<file path="src/rtl/video_output_stream_defines.vh">
`ifndef VIDEO_OUTPUT_STREAM_DEFINES_VH
`define VIDEO_OUTPUT_STREAM_DEFINES_VH

// register byte offsets
`define OFF_CONFIG 8'h00
`define OFF_CONTROL 8'h04
`define OFF_VBASE0 8'h08
`define OFF_VBASE1 8'h0c
`define OFF_VBASE2 8'h10
`define OFF_STRIDE 8'h14
`define OFF_BBASE0 8'h18
`define OFF_BBASE1 8'h1c
`define OFF_BBASE2 8'h20
`define OFF_VRANGE 8'h24
`define OFF_BRANGE 8'h28
`define OFF_HOST_IDX 8'h2c
`define OFF_ENGINE_IDX 8'h30
`define OFF_STATUS 8'h34
`define OFF_FIFO_TUNING 8'h38

// stream_config bits
`define CFG_LINE_POL 0
`define CFG_FRAME_POL 1
`define CFG_QUAL_POL 2
`define CFG_FIELD_EN 3
`define CFG_FIELD_POL 4
`define CFG_INTERLACE_VALID 5
`define CFG_BLANK_GATING 6
`define CFG_YUV_CONVERT 7
`define CFG_GAMMA 8
`define CFG_DUAL_EDGE 9
`define CFG_SWAP_BYTES 10
`define CFG_BGR 11
`define CFG_INTERLACED 12

// output_stream_control bits
`define CTL_ENABLE 0
`define CTL_VIDEO_EN 1
`define CTL_BLANK_EN 2
`define CTL_THREE_BUF 3
`define CTL_MERGE 4
`define CTL_FOLLOW 5
`define CTL_FMT_LO 6
`define CTL_FMT_HI 10
`define CTL_COMP_SWAP 11

// stream_status bits
`define ST_BAD_FIELD 0
`define ST_UNDERFLOW 1
`define ST_HIST_LO 2
`define ST_HIST_HI 4

// reset values
`define CONFIG_RST 32'h0000_0000
`define CONTROL_RST 32'h0000_0000
`define TUNING_RST 32'h0000_0000
`define HOST_IDX_RST 2'h0
`define ENGINE_IDX_RST 2'h2

// pixel formats
`define FMT_OFF_FRONT 5'h0b
`define FMT_OFF_BACK 5'h0c
`define FMT_OFFSET 32'h0000_0040
`define FMT_YUV422 5'h13

`endif

</file>
<file path="src/rtl/pixel_unpack.v">
`timescale 1ns/1ps
`include "video_output_stream_defines.vh"
module pixel_unpack (
	input wire [31:0] mem_word,
	input wire [4:0] format_code,
	input wire component_swap,
	input wire gamma_enable,
	input wire bgr_order,
	output reg [7:0] luma,
	output reg [7:0] chroma_u,
	output reg [7:0] chroma_v,
	output wire [15:0] rgb_word
);
	reg [31:0] w;
	reg [4:0] rp, gp, bp, tp;
	reg [3:0] rw, gw, bw;
	reg [7:0] r, g, b;
	reg signed [17:0] ys, us, vs;

	function [7:0] expand;
		input [31:0] word;
		input [4:0] pos;
		input [3:0] wid;
		reg [31:0] t;
		begin
			t = (word >> pos) & ((32'h0000_0001 << wid) - 32'h0000_0001);
			expand = t[7:0] << (4'd8 - wid);
		end
	endfunction

	function [7:0] gam;
		input [7:0] x;
		reg [15:0] p;
		begin
			p = x * (8'hff - x);
			gam = x + {1'b0, p[15:9]};
		end
	endfunction

	always @* begin
		if (format_code == `FMT_OFF_FRONT || format_code == `FMT_OFF_BACK)
			w = mem_word - `FMT_OFFSET;
		else
			w = mem_word;
		case (format_code)
		5'h00: begin rw = 4'd8; rp = 5'd0; gw = 4'd8; gp = 5'd8; bw = 4'd8; bp = 5'd16; end
		5'h01: begin rw = 4'd5; rp = 5'd0; gw = 4'd5; gp = 5'd5; bw = 4'd5; bp = 5'd10; end
		5'h02: begin rw = 4'd4; rp = 5'd0; gw = 4'd4; gp = 5'd4; bw = 4'd4; bp = 5'd8; end
		5'h05: begin rw = 4'd3; rp = 5'd0; gw = 4'd3; gp = 5'd3; bw = 4'd2; bp = 5'd6; end
		5'h06: begin rw = 4'd3; rp = 5'd8; gw = 4'd3; gp = 5'd11; bw = 4'd2; bp = 5'd14; end
		5'h09, 5'h0b: begin rw = 4'd2; rp = 5'd0; gw = 4'd3; gp = 5'd2; bw = 4'd2; bp = 5'd5; end
		5'h0a, 5'h0c: begin rw = 4'd2; rp = 5'd8; gw = 4'd3; gp = 5'd10; bw = 4'd2; bp = 5'd13; end
		5'h0d: begin rw = 4'd5; rp = 5'd16; gw = 4'd5; gp = 5'd21; bw = 4'd5; bp = 5'd26; end
		5'h10: begin rw = 4'd5; rp = 5'd0; gw = 4'd6; gp = 5'd5; bw = 4'd5; bp = 5'd11; end
		5'h11: begin rw = 4'd5; rp = 5'd16; gw = 4'd6; gp = 5'd21; bw = 4'd5; bp = 5'd27; end
		5'h13: begin rw = 4'd8; rp = 5'd0; gw = 4'd8; gp = 5'd8; bw = 4'd8; bp = 5'd8; end
		default: begin rw = 4'd8; rp = 5'd0; gw = 4'd8; gp = 5'd8; bw = 4'd8; bp = 5'd16; end
		endcase
		tp = rp;
		if (component_swap && format_code == `FMT_YUV422) begin
			rp = 5'd8;
			gp = 5'd0;
			bp = 5'd0;
		end else if (component_swap) begin
			// swapped: blue at the base, then green, then red
			bp = tp;
			gp = tp + {1'b0, bw};
			rp = tp + {1'b0, bw} + {1'b0, gw};
		end
		r = expand(w, rp, rw);
		g = expand(w, gp, gw);
		b = expand(w, bp, bw);
		if (gamma_enable && format_code != `FMT_YUV422) begin
			r = gam(r);
			g = gam(g);
			b = gam(b);
		end
		ys = 18'sd66 * $signed({10'd0, r}) + 18'sd129 * $signed({10'd0, g})
			+ 18'sd25 * $signed({10'd0, b}) + 18'sd128;
		us = 18'sd112 * $signed({10'd0, b}) - 18'sd38 * $signed({10'd0, r})
			- 18'sd74 * $signed({10'd0, g}) + 18'sd128;
		vs = 18'sd112 * $signed({10'd0, r}) - 18'sd94 * $signed({10'd0, g})
			- 18'sd18 * $signed({10'd0, b}) + 18'sd128;
		if (format_code == `FMT_YUV422) begin
			luma = r;
			chroma_u = g;
			chroma_v = b;
		end else begin
			luma = ys[15:8] + 8'h10;
			chroma_u = us[15:8] + 8'h80;
			chroma_v = vs[15:8] + 8'h80;
		end
	end

	assign rgb_word = bgr_order ? {b[7:3], g[7:2], r[7:3]} :
		{r[7:3], g[7:2], b[7:3]};
endmodule

</file>
<file path="src/rtl/video_output_stream.v">
// How it works
// - output only; YUV422 or RGB, optional gamma then RGB-to-YUV.
// - RGB words are 16 bits, 5-6-5, in RGB or BGR order.
// - byte order Y-U-Y-V, or U-Y-V-Y when swapped_byte_order set.
// - base chosen from 2 or 3 registers by index, stepped per field/frame.
// - engine index never steps onto the host index, except when follow_input_stream copies it.
// - reset: host index 0, engine index 2; video and blank pairs.
// - follow_input_stream copies the input stream's buffer indices.
// - frame_reference loads next base and clears the line counter.
// - line_reference steps the address by one stride, or two strides for video lines when fields are merged.
// - blank-interval lines from own area, raw, no conversion.
// - video needs region and qualifier; blank only if gating set.
// - pin polarities, field pin, odd/even from frame timing.
// - dual_edge_transfer sends on both pixel clock edges.
// - disabled video or blank data is discarded.
// - buffer_count_select picks two or three buffer rotation.
// - merge_fields outputs both fields before the index steps.
// - format code plus swap bit place components in the word.
// - offset formats subtract 64 before unpacking.
// - three bases, stride, video and blank valid-line registers.
// - bad field sequence flagged; last three field types kept.
// - dry read buffer reports underflow; tuning register kept.
// - stream disabled holds output_stream_reset_n low.
//
// Implementation choices: the APB interface to the registers and the register addresses.
`timescale 1ns/1ps
`include "video_output_stream_defines.vh"
module video_output_stream #(
	parameter LW = 12,
	parameter CW = 16
) (
	input wire pclk,
	input wire presetn,
	input wire [7:0] paddr,
	input wire psel,
	input wire penable,
	input wire pwrite,
	input wire [31:0] pwdata,
	output wire pready,
	output reg [31:0] prdata,
	output reg pslverr,
	input wire line_reference,
	input wire frame_reference,
	input wire active_video_qualifier,
	input wire field_signal,
	input wire output_pixel_clock,
	input wire [1:0] input_stream_video_index,
	input wire [1:0] input_stream_blank_index,
	output reg mem_req,
	output reg [31:0] mem_addr,
	input wire mem_ack,
	input wire [31:0] mem_rdata,
	output reg [15:0] output_stream_bus,
	output reg output_data_valid,
	output wire output_stream_reset_n
);
	reg [31:0] stream_config, output_stream_control, output_fifo_tuning;
	reg [31:0] stride, video_range, blank_range;
	reg [31:0] vbase [0:2];
	reg [31:0] bbase [0:2];
	reg [1:0] host_video_index, host_blank_index;
	reg [1:0] engine_video_index, engine_blank_index;
	reg bad_field_sequence, underflow;
	reg [2:0] field_hist;

	wire wr = psel & penable & pwrite;
	wire setup = psel & ~penable;
	wire en = output_stream_control[`CTL_ENABLE];
	wire interlaced = stream_config[`CFG_INTERLACED];
	wire merge = output_stream_control[`CTL_MERGE];
	wire three = output_stream_control[`CTL_THREE_BUF];
	wire follow = output_stream_control[`CTL_FOLLOW];
	wire yuv_mode = stream_config[`CFG_YUV_CONVERT];

	assign pready = 1'b1;
	assign output_stream_reset_n = en;

	// three-stage pin sampling; a level counts once stages two and three agree
	wire [4:0] pins = {output_pixel_clock, field_signal,
		active_video_qualifier, frame_reference, line_reference};
	reg [4:0] s1, s2, s3, filt, filt_q;
	genvar i;
	generate
		for (i = 0; i < 5; i = i + 1) begin : sync
			always @(posedge pclk or negedge presetn) begin
				if (!presetn) begin
					s1[i] <= 1'b0;
					s2[i] <= 1'b0;
					s3[i] <= 1'b0;
					filt[i] <= 1'b0;
					filt_q[i] <= 1'b0;
				end else begin
					s1[i] <= pins[i];
					s2[i] <= s1[i];
					s3[i] <= s2[i];
					if (s2[i] == s3[i])
						filt[i] <= s2[i];
					filt_q[i] <= filt[i];
				end
			end
		end
	endgenerate

	wire [2:0] pol = {stream_config[`CFG_QUAL_POL],
		stream_config[`CFG_FRAME_POL], stream_config[`CFG_LINE_POL]};
	wire [2:0] lev = filt[2:0] ^ pol;
	wire [2:0] lev_q = filt_q[2:0] ^ pol;
	wire line_start = lev[0] & ~lev_q[0];
	wire frame_start = lev[1] & ~lev_q[1];
	wire qual = lev[2];
	wire field_pin = filt[3] ^ stream_config[`CFG_FIELD_POL];
	wire clk_rise = filt[4] & ~filt_q[4];
	wire clk_fall = ~filt[4] & filt_q[4];
	wire strobe = clk_rise | (stream_config[`CFG_DUAL_EDGE] & clk_fall);

	// line period measure for odd/even detection
	reg [CW-1:0] since_line, half_line;
	reg field_q;
	reg [LW-1:0] line_count;
	always @(posedge pclk or negedge presetn) begin
		if (!presetn) begin
			since_line <= {CW{1'b0}};
			half_line <= {CW{1'b0}};
		end else if (line_start) begin
			since_line <= {CW{1'b0}};
			half_line <= since_line >> 1;
		end else if (since_line != {CW{1'b1}}) begin
			since_line <= since_line + 1'b1;
		end
	end

	// field type of the starting field
	reg field_now;
	always @* begin
		if (stream_config[`CFG_FIELD_EN])
			field_now = field_pin;
		else if (interlaced && stream_config[`CFG_INTERLACE_VALID])
			field_now = (since_line >= half_line);
		else
			field_now = ~field_q;
	end

	function [1:0] step;
		input [1:0] idx;
		input three_buf;
		begin
			if (idx >= (three_buf ? 2'd2 : 2'd1))
				step = 2'd0;
			else
				step = idx + 2'd1;
		end
	endfunction
	function [1:0] clamp;
		input [1:0] idx;
		begin
			clamp = (idx == 2'd3) ? 2'd0 : idx;
		end
	endfunction

	wire advance = ~interlaced | ~merge | ~field_now;
	wire [1:0] vstep = step(engine_video_index, three);
	wire [1:0] bstep = step(engine_blank_index, three);
	reg [1:0] next_vidx, next_bidx;
	always @* begin
		next_vidx = engine_video_index;
		next_bidx = engine_blank_index;
		if (follow) begin
			next_vidx = clamp(input_stream_video_index);
			next_bidx = clamp(input_stream_blank_index);
		end else if (advance) begin
			if (vstep != host_video_index)
				next_vidx = vstep;
			if (bstep != host_blank_index)
				next_bidx = bstep;
		end
	end

	// merged fields: second field starts one line in, double step
	wire merged = interlaced & merge;
	wire [31:0] line_step = merged ? {stride[30:0], 1'b0} : stride;
	wire [31:0] field_off = (merged & field_now) ? stride : 32'h0000_0000;

	wire [LW-1:0] next_line = line_count + 1'b1;
	wire in_video = line_count >= video_range[LW-1:0] &&
		line_count <= video_range[LW+15:16];
	wire in_blank = line_count >= blank_range[LW-1:0] &&
		line_count <= blank_range[LW+15:16];
	wire nxt_blank = next_line >= blank_range[LW-1:0] &&
		next_line <= blank_range[LW+15:16];
	wire blank_on = in_blank & output_stream_control[`CTL_BLANK_EN];
	wire video_on = ~in_blank & in_video & output_stream_control[`CTL_VIDEO_EN];
	wire blank_go = blank_on & (qual | ~stream_config[`CFG_BLANK_GATING]);
	wire video_go = video_on & qual;
	wire xfer = en & strobe & (blank_go | video_go);

	reg [31:0] vline_addr, bline_addr, cur_addr, word;
	reg word_valid, drop;
	reg [1:0] phase;
	wire [7:0] luma, chroma_u, chroma_v;
	wire [15:0] rgb_word;

	pixel_unpack unpack (
		.mem_word(word),
		.format_code(output_stream_control[`CTL_FMT_HI:`CTL_FMT_LO]),
		.component_swap(output_stream_control[`CTL_COMP_SWAP]),
		.gamma_enable(stream_config[`CFG_GAMMA]),
		.bgr_order(stream_config[`CFG_BGR]),
		.luma(luma),
		.chroma_u(chroma_u),
		.chroma_v(chroma_v),
		.rgb_word(rgb_word)
	);

	wire swap = stream_config[`CFG_SWAP_BYTES];
	wire chroma_phase = phase[0] ^ swap;
	wire [7:0] yuv_byte = ~chroma_phase ? luma :
		(phase[1] ? chroma_v : chroma_u);
	wire consume = ~yuv_mode | blank_on | phase[0];

	always @(posedge pclk or negedge presetn) begin
		if (!presetn) begin
			line_count <= {LW{1'b0}};
			field_q <= 1'b0;
			field_hist <= 3'h0;
			engine_video_index <= `ENGINE_IDX_RST;
			engine_blank_index <= `ENGINE_IDX_RST;
			vline_addr <= 32'h0000_0000;
			bline_addr <= 32'h0000_0000;
			cur_addr <= 32'h0000_0000;
			word <= 32'h0000_0000;
			word_valid <= 1'b0;
			drop <= 1'b0;
			phase <= 2'h0;
			mem_req <= 1'b0;
			mem_addr <= 32'h0000_0000;
			output_stream_bus <= 16'h0000;
			output_data_valid <= 1'b0;
		end else begin
			output_data_valid <= 1'b0;
			if (mem_ack & mem_req) begin
				mem_req <= 1'b0;
				drop <= 1'b0;
				if (!drop) begin
					word <= mem_rdata;
					word_valid <= 1'b1;
				end
			end else if (en & ~mem_req & ~word_valid & (blank_on | video_on)) begin
				mem_req <= 1'b1;
				mem_addr <= cur_addr;
				cur_addr <= cur_addr + 32'h0000_0004;
			end
			if (frame_start) begin
				line_count <= {LW{1'b0}};
				field_q <= field_now;
				field_hist <= {field_hist[1:0], field_now};
				engine_video_index <= next_vidx;
				engine_blank_index <= next_bidx;
				vline_addr <= vbase[next_vidx] + field_off;
				bline_addr <= bbase[next_bidx];
				word_valid <= 1'b0;
				drop <= mem_req & ~mem_ack;
				phase <= 2'h0;
			end else if (line_start) begin
				line_count <= next_line;
				if (nxt_blank) begin
					cur_addr <= bline_addr;
					bline_addr <= bline_addr + stride;
				end else begin
					cur_addr <= vline_addr;
					vline_addr <= vline_addr + line_step;
				end
				word_valid <= 1'b0;
				drop <= mem_req & ~mem_ack;
				phase <= 2'h0;
			end else if (xfer & word_valid) begin
				output_data_valid <= 1'b1;
				if (blank_on)
					output_stream_bus <= word[15:0];
				else if (yuv_mode)
					output_stream_bus <= {8'h00, yuv_byte};
				else
					output_stream_bus <= rgb_word;
				if (consume)
					word_valid <= 1'b0;
				if (yuv_mode & ~blank_on)
					phase <= phase + 2'h1;
			end
		end
	end

	// sticky flags, a new event beats the clear
	wire bad_seq = frame_start & interlaced & (field_now == field_q);
	wire dry = xfer & ~word_valid & ~frame_start & ~line_start;
	wire st_clr = wr && paddr == `OFF_STATUS;
	always @(posedge pclk or negedge presetn) begin
		if (!presetn) begin
			bad_field_sequence <= 1'b0;
			underflow <= 1'b0;
		end else begin
			bad_field_sequence <= bad_seq |
				(bad_field_sequence & ~(st_clr & pwdata[`ST_BAD_FIELD]));
			underflow <= dry |
				(underflow & ~(st_clr & pwdata[`ST_UNDERFLOW]));
		end
	end

	always @(posedge pclk or negedge presetn) begin
		if (!presetn) begin
			stream_config <= `CONFIG_RST;
			output_stream_control <= `CONTROL_RST;
			output_fifo_tuning <= `TUNING_RST;
			stride <= 32'h0000_0000;
			video_range <= 32'h0000_0000;
			blank_range <= 32'h0000_0000;
			vbase[0] <= 32'h0000_0000;
			vbase[1] <= 32'h0000_0000;
			vbase[2] <= 32'h0000_0000;
			bbase[0] <= 32'h0000_0000;
			bbase[1] <= 32'h0000_0000;
			bbase[2] <= 32'h0000_0000;
			host_video_index <= `HOST_IDX_RST;
			host_blank_index <= `HOST_IDX_RST;
		end else if (wr) begin
			case (paddr)
			`OFF_CONFIG: stream_config <= pwdata;
			`OFF_CONTROL: output_stream_control <= pwdata;
			`OFF_VBASE0: vbase[0] <= pwdata;
			`OFF_VBASE1: vbase[1] <= pwdata;
			`OFF_VBASE2: vbase[2] <= pwdata;
			`OFF_STRIDE: stride <= pwdata;
			`OFF_BBASE0: bbase[0] <= pwdata;
			`OFF_BBASE1: bbase[1] <= pwdata;
			`OFF_BBASE2: bbase[2] <= pwdata;
			`OFF_VRANGE: video_range <= pwdata;
			`OFF_BRANGE: blank_range <= pwdata;
			`OFF_HOST_IDX: begin
				host_video_index <= clamp(pwdata[1:0]);
				host_blank_index <= clamp(pwdata[3:2]);
			end
			`OFF_FIFO_TUNING: output_fifo_tuning <= pwdata;
			default: ;
			endcase
		end
	end

	// read data captured in the setup cycle
	reg [31:0] rd;
	reg rd_err;
	always @* begin
		rd = 32'h0000_0000;
		rd_err = 1'b0;
		case (paddr)
		`OFF_CONFIG: rd = stream_config;
		`OFF_CONTROL: rd = output_stream_control;
		`OFF_VBASE0: rd = vbase[0];
		`OFF_VBASE1: rd = vbase[1];
		`OFF_VBASE2: rd = vbase[2];
		`OFF_STRIDE: rd = stride;
		`OFF_BBASE0: rd = bbase[0];
		`OFF_BBASE1: rd = bbase[1];
		`OFF_BBASE2: rd = bbase[2];
		`OFF_VRANGE: rd = video_range;
		`OFF_BRANGE: rd = blank_range;
		`OFF_HOST_IDX: rd = {28'h000_0000, host_blank_index, host_video_index};
		`OFF_ENGINE_IDX: rd = {28'h000_0000, engine_blank_index,
			engine_video_index};
		`OFF_STATUS: rd = {27'h000_0000, field_hist, underflow,
			bad_field_sequence};
		`OFF_FIFO_TUNING: rd = output_fifo_tuning;
		default: rd_err = 1'b1;
		endcase
	end

	always @(posedge pclk or negedge presetn) begin
		if (!presetn) begin
			prdata <= 32'h0000_0000;
			pslverr <= 1'b0;
		end else if (setup) begin
			prdata <= pwrite ? 32'h0000_0000 : rd;
			pslverr <= rd_err;
		end
	end
endmodule

</file>
<file path="config.mk">
export PLATFORM = sky130hd
export DESIGN_NAME = video_output_stream
export DESIGN_NICKNAME = d
export VERILOG_FILES = /design/src/rtl/pixel_unpack.v /design/src/rtl/video_output_stream.v
export VERILOG_INCLUDE_DIRS = /design/src /design/src/rtl
export SDC_FILE = /design/constraint.sdc
export NUM_CORES = 2
export LEC_CHECK = 0
export BUFFER_PORTS_ARGS = -buffer_cell sky130_fd_sc_hd__buf_2
export CAP_MARGIN = 20
export CORE_MARGIN = 2
export CORE_UTILIZATION = 30
export DETAILED_ROUTE_END_ITERATION = 10
export HOLD_SLACK_MARGIN = 0.03
export PLACE_DENSITY = 0.45
export SKIP_CTS_REPAIR_TIMING = 1
export SYNTH_ARGS = -nofsm -noshare
export SYNTH_HDL_FRONTEND = slang
export SYNTH_HIERARCHICAL = 1
export SYNTH_SLANG_ARGS = --single-unit
</file>
<file path="constraint.sdc">
create_clock -name pclk -period 32.2 [get_ports pclk]
set_clock_uncertainty 0.2 [all_clocks]
set_input_delay 9.66 -clock pclk [delete_from_list [all_inputs] [get_ports pclk]]
set_output_delay 9.66 -clock pclk [all_outputs]
set_load 0.01 [all_outputs]
</file>
# == Word level (Yosys, flattened, before mapping) ==
# Memories as Yosys holds them, arrays and structs flattened.
# Cells that the tools add are included.
# classes
muxes,77
n_shift,9
reduce_logical,36
n_mul,12
eq_ne,32
add_sub_neg,36
magnitude_cmp,11
n_bitwise,74
# op_table
cell,n
2-to-1 mux 32 bit,19
one-hot mux 32 bit (15 select lines),1
binary-select mux 32 bit (select 2 bit),2
adder 32 bit,3
right shift 32 x 5 -> 8 bit,3
2-to-1 mux 16 bit,5
2-to-1 mux 8 bit,8
subtractor 16 bit,4
"equality test 8 x 6 -> 1 bit, second input constant",7
"adder 16 x 9 -> 16 bit, second input constant",3
multiplier 8 x 16 -> 16 bit,3
"multiplier 6 x 8 -> 14 bit, first input constant",3
greater-or-equal comparator 12 bit,3
less-or-equal comparator 12 bit,3
AND reduction 2 bit,18
2-to-1 mux 2 bit,17
bitwise AND 1 bit,33
adder 16 bit,2
"adder 32 x 3 -> 32 bit, second input constant",1
"equality test 8 x 5 -> 1 bit, second input constant",4
"subtractor 32 x 7 -> 32 bit, second input constant",1
2-to-1 mux 5 bit,6
"subtractor 8 x 8 -> 9 bit, first input constant",3
"multiplier 5 x 8 -> 13 bit, first input constant",2
43 further kinds,133
# totals
memories,1
rom_bits,768
out_inout_bits,85
inputBits,87
ff_bits,679
word_cells,347
# mem_list
name,depth,width,read_ports,rd_clocked_by_memory_dff,wr,line,text
(no name shown),32,24,1,0,0,pixel_unpack.v:45,case (format_code)

# == Longest topological paths before layout ==
# An unclocked memory read counts as a cell.
# depth
ltp_word,22
depth_mapped,80
depth_no_buf,77

# == Modules after synthesis ==
# Netlist, hierarchy kept.
# by_module_without_submodules
mod,seq_area_each_um2,area_each_um2,cells_each,n_inst
video_output_stream,16968.8,38244.2,3551,1
pixel_unpack,0.0,21197.8,2763,1

# == Worst setup path after synthesis ==
# OpenSTA, ideal clock, no wires.
# synth_timing
path_type,register to register
startpoint,register output_stream_control[7]
endpoint,register output_stream_bus[6]
n_path_buf,3
t_required_ps,31873
period_less_slack_ps,15924
path_stages_with_launch,74
arrival_ps,15597
setup_slack_ps,16276
setup_time_ps,127
cell_sequence,dfrtp_1 -> inv_1 -> ha_1 -> mux2_2 -> a31oi_2 -> clkbuf_1 -> clkbuf_1 -> clkbuf_1 -> nand2_1 -> inv_1 -> ha_1 -> ha_1 -> nand2_1 -> ha_1 -> a211o_1 -> a2111oi_1 -> mux2_2 -> nor2_1 -> (+38 left out) -> fa_1 -> inv_1 -> ha_1 -> ha_1 -> o21a_1 -> o21a_1 -> o21a_1 -> o21a_1 -> o21ai_0 -> nand2b_1 -> a21oi_1 -> xor2_1 -> mux2i_1 -> mux2i_1 -> o21ai_0 -> mux2i_1 -> a21oi_1 -> mux2_1
# synth_via
elab_chain_len,22
word_cells_on_any_way,76
classes_between,26 x add/sub; 12 x mul; 4 x eq/ne; 9 x shift; 18 x mux; 3 x bitwise; 3 x reduce/logical; 1 x memory
# synth_rtl
item,line,text
start: declaration,video_output_stream.v:57,"reg [31:0] stream_config, output_stream_control, output_fifo_tuning;"
start signal: assignment,video_output_stream.v:310,output_stream_control <= `CONTROL_RST;
start signal: assignment,video_output_stream.v:326,`OFF_CONTROL: output_stream_control <= pwdata;
memory (32 x 24 bit),n/a,
adder 5 x 4 -> 5 bit,"pixel_unpack.v:67, pixel_unpack.v:68",
adder 5 x 4 -> 5 bit,pixel_unpack.v:68,"rp = tp + {1'b0, bw} + {1'b0, gw};"
2-to-1 mux 5 bit,pixel_unpack.v:64,end else if (component_swap) begin
2-to-1 mux 5 bit,pixel_unpack.v:60,if (component_swap && format_code == `FMT_YUV422) begin
right shift 32 x 5 -> 8 bit,pixel_unpack.v:26,t = (word >> pos) & ((32'h0000_0001 << wid) - 32'h0000_0001);
bitwise AND 8 bit,pixel_unpack.v:26,
left shift 8 x 4 -> 8 bit,pixel_unpack.v:27,expand = t[7:0] << (4'd8 - wid);
(+7 left out),n/a,
adder 16 x 9 -> 16 bit,pixel_unpack.v:83,"- 18'sd18 * $signed({10'd0, b}) + 18'sd128;"
adder 8 bit,pixel_unpack.v:91,chroma_v = vs[15:8] + 8'h80;
2-to-1 mux 8 bit *,pixel_unpack.v:84,if (format_code == `FMT_YUV422) begin
via chroma_v[6],video_output_stream.v:199,"wire [7:0] luma, chroma_u, chroma_v;"
2-to-1 mux 8 bit *,video_output_stream.v:217,(phase[1] ? chroma_v : chroma_u);
2-to-1 mux 8 bit *,video_output_stream.v:216,wire [7:0] yuv_byte = ~chroma_phase ? luma :
2-to-1 mux 16 bit *,video_output_stream.v:279,else if (yuv_mode)
2-to-1 mux 16 bit *,video_output_stream.v:277,if (blank_on)
end signal: assignment,video_output_stream.v:278,output_stream_bus <= word[15:0];
end signal: assignment,video_output_stream.v:280,"output_stream_bus <= {8'h00, yuv_byte};"
end signal: assignment,video_output_stream.v:282,output_stream_bus <= rgb_word;
end: declaration,video_output_stream.v:53,"output reg [15:0] output_stream_bus,"
# The timed path passes the listed nets; every way through them passes the cells marked *.
# A chain may end at the register's enable or synchronous reset.

# == Worst setup path in the final report ==
# layout_timing
startpoint,register output_stream_control[8]
endpoint,register output_stream_bus[6]
# The elaborated chain is that of the path after synthesis.

==> results <==
- The run finished with clean final reports.
- Port buffering added 170 buffers.
- The clock passes through at most 3 buffers.
- The synthesized netlist contains 126 unique library cells.
- The end point of the most critical hold path is s2[0]$_DFF_PN0_.
- The proportion of register bits with asynchronous set or reset after synthesis is 100%.
- The via count of the first global-routing pass is 49,800.
- The finished cells cover 0.0665 sq mm.
- After layout, the design draws a total of 4.01 mW.
- At the worst endpoint, the arrival time is 19,340 ps.
- The startpoint type of the worst setup path is a register.
- The count of non-filler cells in the finished layout is 9,085.
- Of all cell types, the one taking the most synthesized area is dfrtp_1.
- The final critical path takes up 58.9% of the cycle.
- The core footprint is 0.197 sq mm.
- The later pin in the worst-skew pair is clocked with a latency of 730 ps.
- The initial antenna violation count is 14.
- The worst register-to-register path has a depth of 66.
- The share of the synthesized area in the top cell type is 28.5%.
- The synthesized netlist devotes 17.4% of its cell area to compound gates.
- In this run the cell area of the synthesized design comes to 0.0594 sq mm.
- The type of element capturing the critical path is a register.
- The DRC violation count after routing is 0.
- The peak supply drop is 0.0655 mV.
- After detailed placement, the total cell area comes to 0.0635 sq mm.
- The floorplan step defined a die boundary enclosing 0.202 sq mm.
- The reg-to-reg endpoint is output_stream_bus[6]$_DFFE_PN0P_.
- The synthesized design contains 0 enable-type register cells.
- Summed over all layers, the global routing overflow is 0.
- The power per unit of standard cell area is 60.3 mW/mm^2.
- After legalization and detailed placement, the total HPWL measured 163,000 um.
- Grouping stages by cell kind, the critical path spends the most delay in adder cells.
- Max-cap violations in this run came to 0.
- Ranked by total cell area, the synthesized netlist is headed by dfrtp_1 28%, ha_1 13%, mux2_2 10%.
- Counting I/O delays and the setup requirement, the final critical path takes 18,980 ps.
- TritonCTS built the clock tree.
- The layout-stage area growth over the synthesis result is 11.9%.
- The most frequent standard cell in the layout excluding fill and tap cells is dfrtp_1.
- The library cells used most frequently in the layout, excluding fill and tap cells, are 676 x dfrtp_1, 602 x ha_1, 560 x inv_1.
- STA puts the critical path data required time at 32,560 ps.
- Cells with a size suffix above 1 make up 17.4% of the layout.
- Wires add up to 225,000 um.
- The total number of clock tree sinks is 678.
- Counting every net in the synthesized netlist gives 7,176.
- The largest single stage delay on the critical path is 850 ps.
- The post-synthesis share of cell area spent on full adders, half adders and majority gates is 18.6%.
- The synthesis warning total is 6.
- The count of final max-slew check failures is 0.
- The number of top-level pins is 172.
- CTS built an H-tree with a depth of 3.
- Synthesis inferred 678 register bits.
- Together, buffers and inverters on the worst path number 9.
- The analysis attributes to cell leakage a power of 32.5 nW.
- Routability-driven placement finished with a final weighted congestion of 0.944.
- The total number of vias is 49,300.
- The clock slew at the register clock pins of the worst setup and hold paths is 60 ps.
- Of the post-synthesis cell area, the part taken by muxes is 14.2%.
- In this run the worst hold path is classified as reg -> reg.
- After the first detailed-routing iteration, the DRC count stood at 3,955.
- The final number of hold-violating endpoints is 0.
- The floorplan step set the die width to 449 um.
- The floorplan has 163 rows.
- The achievable clock frequency is 52.7 MHz.
- The worst hold path begins at s1[0]$_DFF_PN0_.
- For this run, the total global-route usage over all layers was measured as 21.8%.
- The post-synthesis share of cell area spent on and, or, nand and nor gates is 11.7%.
- Dividing the detail-routed via count by the number of cells gives 5.42.
- After Yosys synthesis, XOR and XNOR cells account for 3.69% of the synthesized area.
- The slew of the pin with the lowest slew margin is 1080 ps.
- The critical-path cell with the highest stage delay is or4b_1.
- The critical path is of the reg -> reg type.
- The die is 449 um tall.
- The post-synthesis instance total is 6,314.
- Of all nets on the critical path, the largest fanout is 29.
- After synthesis, the mean cell area works out to 9.41 sq um.
- In this design, the critical path's most frequently occurring cell is o21a_1.
- The number of clock buffers inserted by TritonCTS is 82.
- For this run, the detailed router's first-pass iteration total came to 8.
- The clock tree root driver cell is clkbuf_16.
- For the final routed database, the setup TNS stands at 0 ps.
- After synthesis, the largest family of logic cells by area is adder cells.
- At the end of the flow the core is filled with cells to 33.7%.
- The startpoint of the most critical register-to-register path is output_stream_control[8]$_DFFE_PN0P_.
- The count of antenna-violating nets left after detailed routing is 0.
- The worst setup slack for register-to-register paths is 13,220 ps.
- The dominant register cell in the synthesized netlist is dfrtp_1.
- The routed wire length per instance is 24.7 um.
- Once the floorplan was initialized, standard cells occupied 30.1% of the core.
- The maximum number of pins on one net before global-route repair is 153.
- Headroom to the max-slew limit came out at 27.8%.
- The post-synthesis sequential area ratio is 28.5%.
- Setup repair after global routing left no endpoint under its margin.
- After the last flow step, the layout net total stands at 7,234.
- The wire length of the first global-routing pass is 335,000 um.
- The total setup violations reported at the end of the flow is 0.
- The worst hold path was traced through 0 stages.
- The number of cells after detailed placement is 8,928.
- The count of cell instances traversed by the critical path is 66.
worst register-to-register path, delay by kind of cell, from the launching register on:
family | cells | cell delay [ps]
buf+inv | 9 | 1320
fa+ha+maj | 14 | 5940
mux | 8 | 1540
flops | 1 | 740
compound gates | 24 | 5410
simple gates | 8 | 2610
xor+xnor | 3 | 1080
report_power, final:
group	switching [mW]	leakage (nW)	total [mW]	internal (mW)
clock network	0.424	1.45	1.04	0.620
logic	1.15	21.9	1.96	0.809
registers	0.0837	9.19	1.01	0.925
worst max-delay path by stage:
stage                                          from                               end  slack, ps
2_1_floorplan  output_stream_control[7]$_DFFE_PN0P_  output_stream_bus[6]$_DFFE_PN0P_      16280
3_3_place_gp   output_stream_control[8]$_DFFE_PN0P_  output_stream_bus[6]$_DFFE_PN0P_      13530
3_5_place_dp   output_stream_control[8]$_DFFE_PN0P_  output_stream_bus[6]$_DFFE_PN0P_      13290
4_1_cts        output_stream_control[8]$_DFFE_PN0P_  output_stream_bus[6]$_DFFE_PN0P_      13230
5_1_grt        output_stream_control[8]$_DFFE_PN0P_  output_stream_bus[6]$_DFFE_PN0P_      11860
6_report       output_stream_control[8]$_DFFE_PN0P_  output_stream_bus[6]$_DFFE_PN0P_      13220
registers in the layout (all words and copies together) (netlist names), 32 cells and up:
name and flops:
mem_addr 32, bline_addr 32, blank_range 32, prdata 32, video_range 32, bbase 96, word 32, stride 32
cur_addr 32, vbase 96, stream_config 32, output_stream_control 32, vline_addr 32, output_fifo_tuning 32
synthesized netlist by cell type (16+ instances only):
library cell    n
a31oi_1        44
nand4_1        46
nor2_1        427
buf_2          35
inv_1         560
nand3b_1       19
a222oi_1       60
a2111oi_0      16
clkbuf_1      224
and2_1         65
a2bb2oi_1      32
or3_1          27
xor2_1         96
a211oi_1      103
ha_1          602
mux2i_1       194
o31ai_1        18
nand2_1       430
xnor2_1       147
buf_1          50
nand3_1        93
a21oi_1       341
o21ai_1        61
a22o_1         55
a21o_1        109
o21ai_0       206
dfrtp_1       676
a221oi_1       35
nor2b_1        29
o22ai_1        28
and4_1         30
o211ai_1       27
nor3_1        119
o21a_1         56
and3_1         31
a21boi_0       19
fa_1          173
a22oi_1        81
nand2b_1       44
mux2_2        543
o21bai_1       53
logic make-up (layout without fill, tap and decap cells):
logic type | after synthesis | count (layout)
AOI/OAI and AO/OA | 1499 | 1499
xor gates and xnor gates | 246 | 246
adders and majority gates | 781 | 781
buffers and inverters | 899 | 1026
DFF | 678 | 678
muxes | 760 | 760
other | 1 | 5
and+or+nand+nor | 1450 | 1450
area by class of cell:
type | count | area, sq um
clock buffers | 117 | 2390
inverters | 574 | 2170
fillers | 20300 | 131000
repair buffers | 299 | 1840
clock inverters | 36 | 618
well taps | 2640 | 3300
multi-input cells | 4737 | 39200
flip-flops and latches | 678 | 17000
diodes | 4 | 10.0
routing by layer:
layer	track usage [%]	part of all wire (%)	up-vias	wire length (um)
met3	2.20	3.9	336	8740
met2	37.7	49	1267	110000
li1	-	-	22800	-
met5	0	0.016	-	36
met4	8.25	4.1	6	9270
met1	27.9	43	24800	96400
stage by stage:
stage / hold slack [ps] / worst slack, ps
finish: 151 / 13220
global route: 165 / 11860
CTS: 156 / 13230
detailed placement: 140 / 13290
global placement: 138 / 13530
floorplan: 131 / 16280
Power figures use the tool's default switching activity.
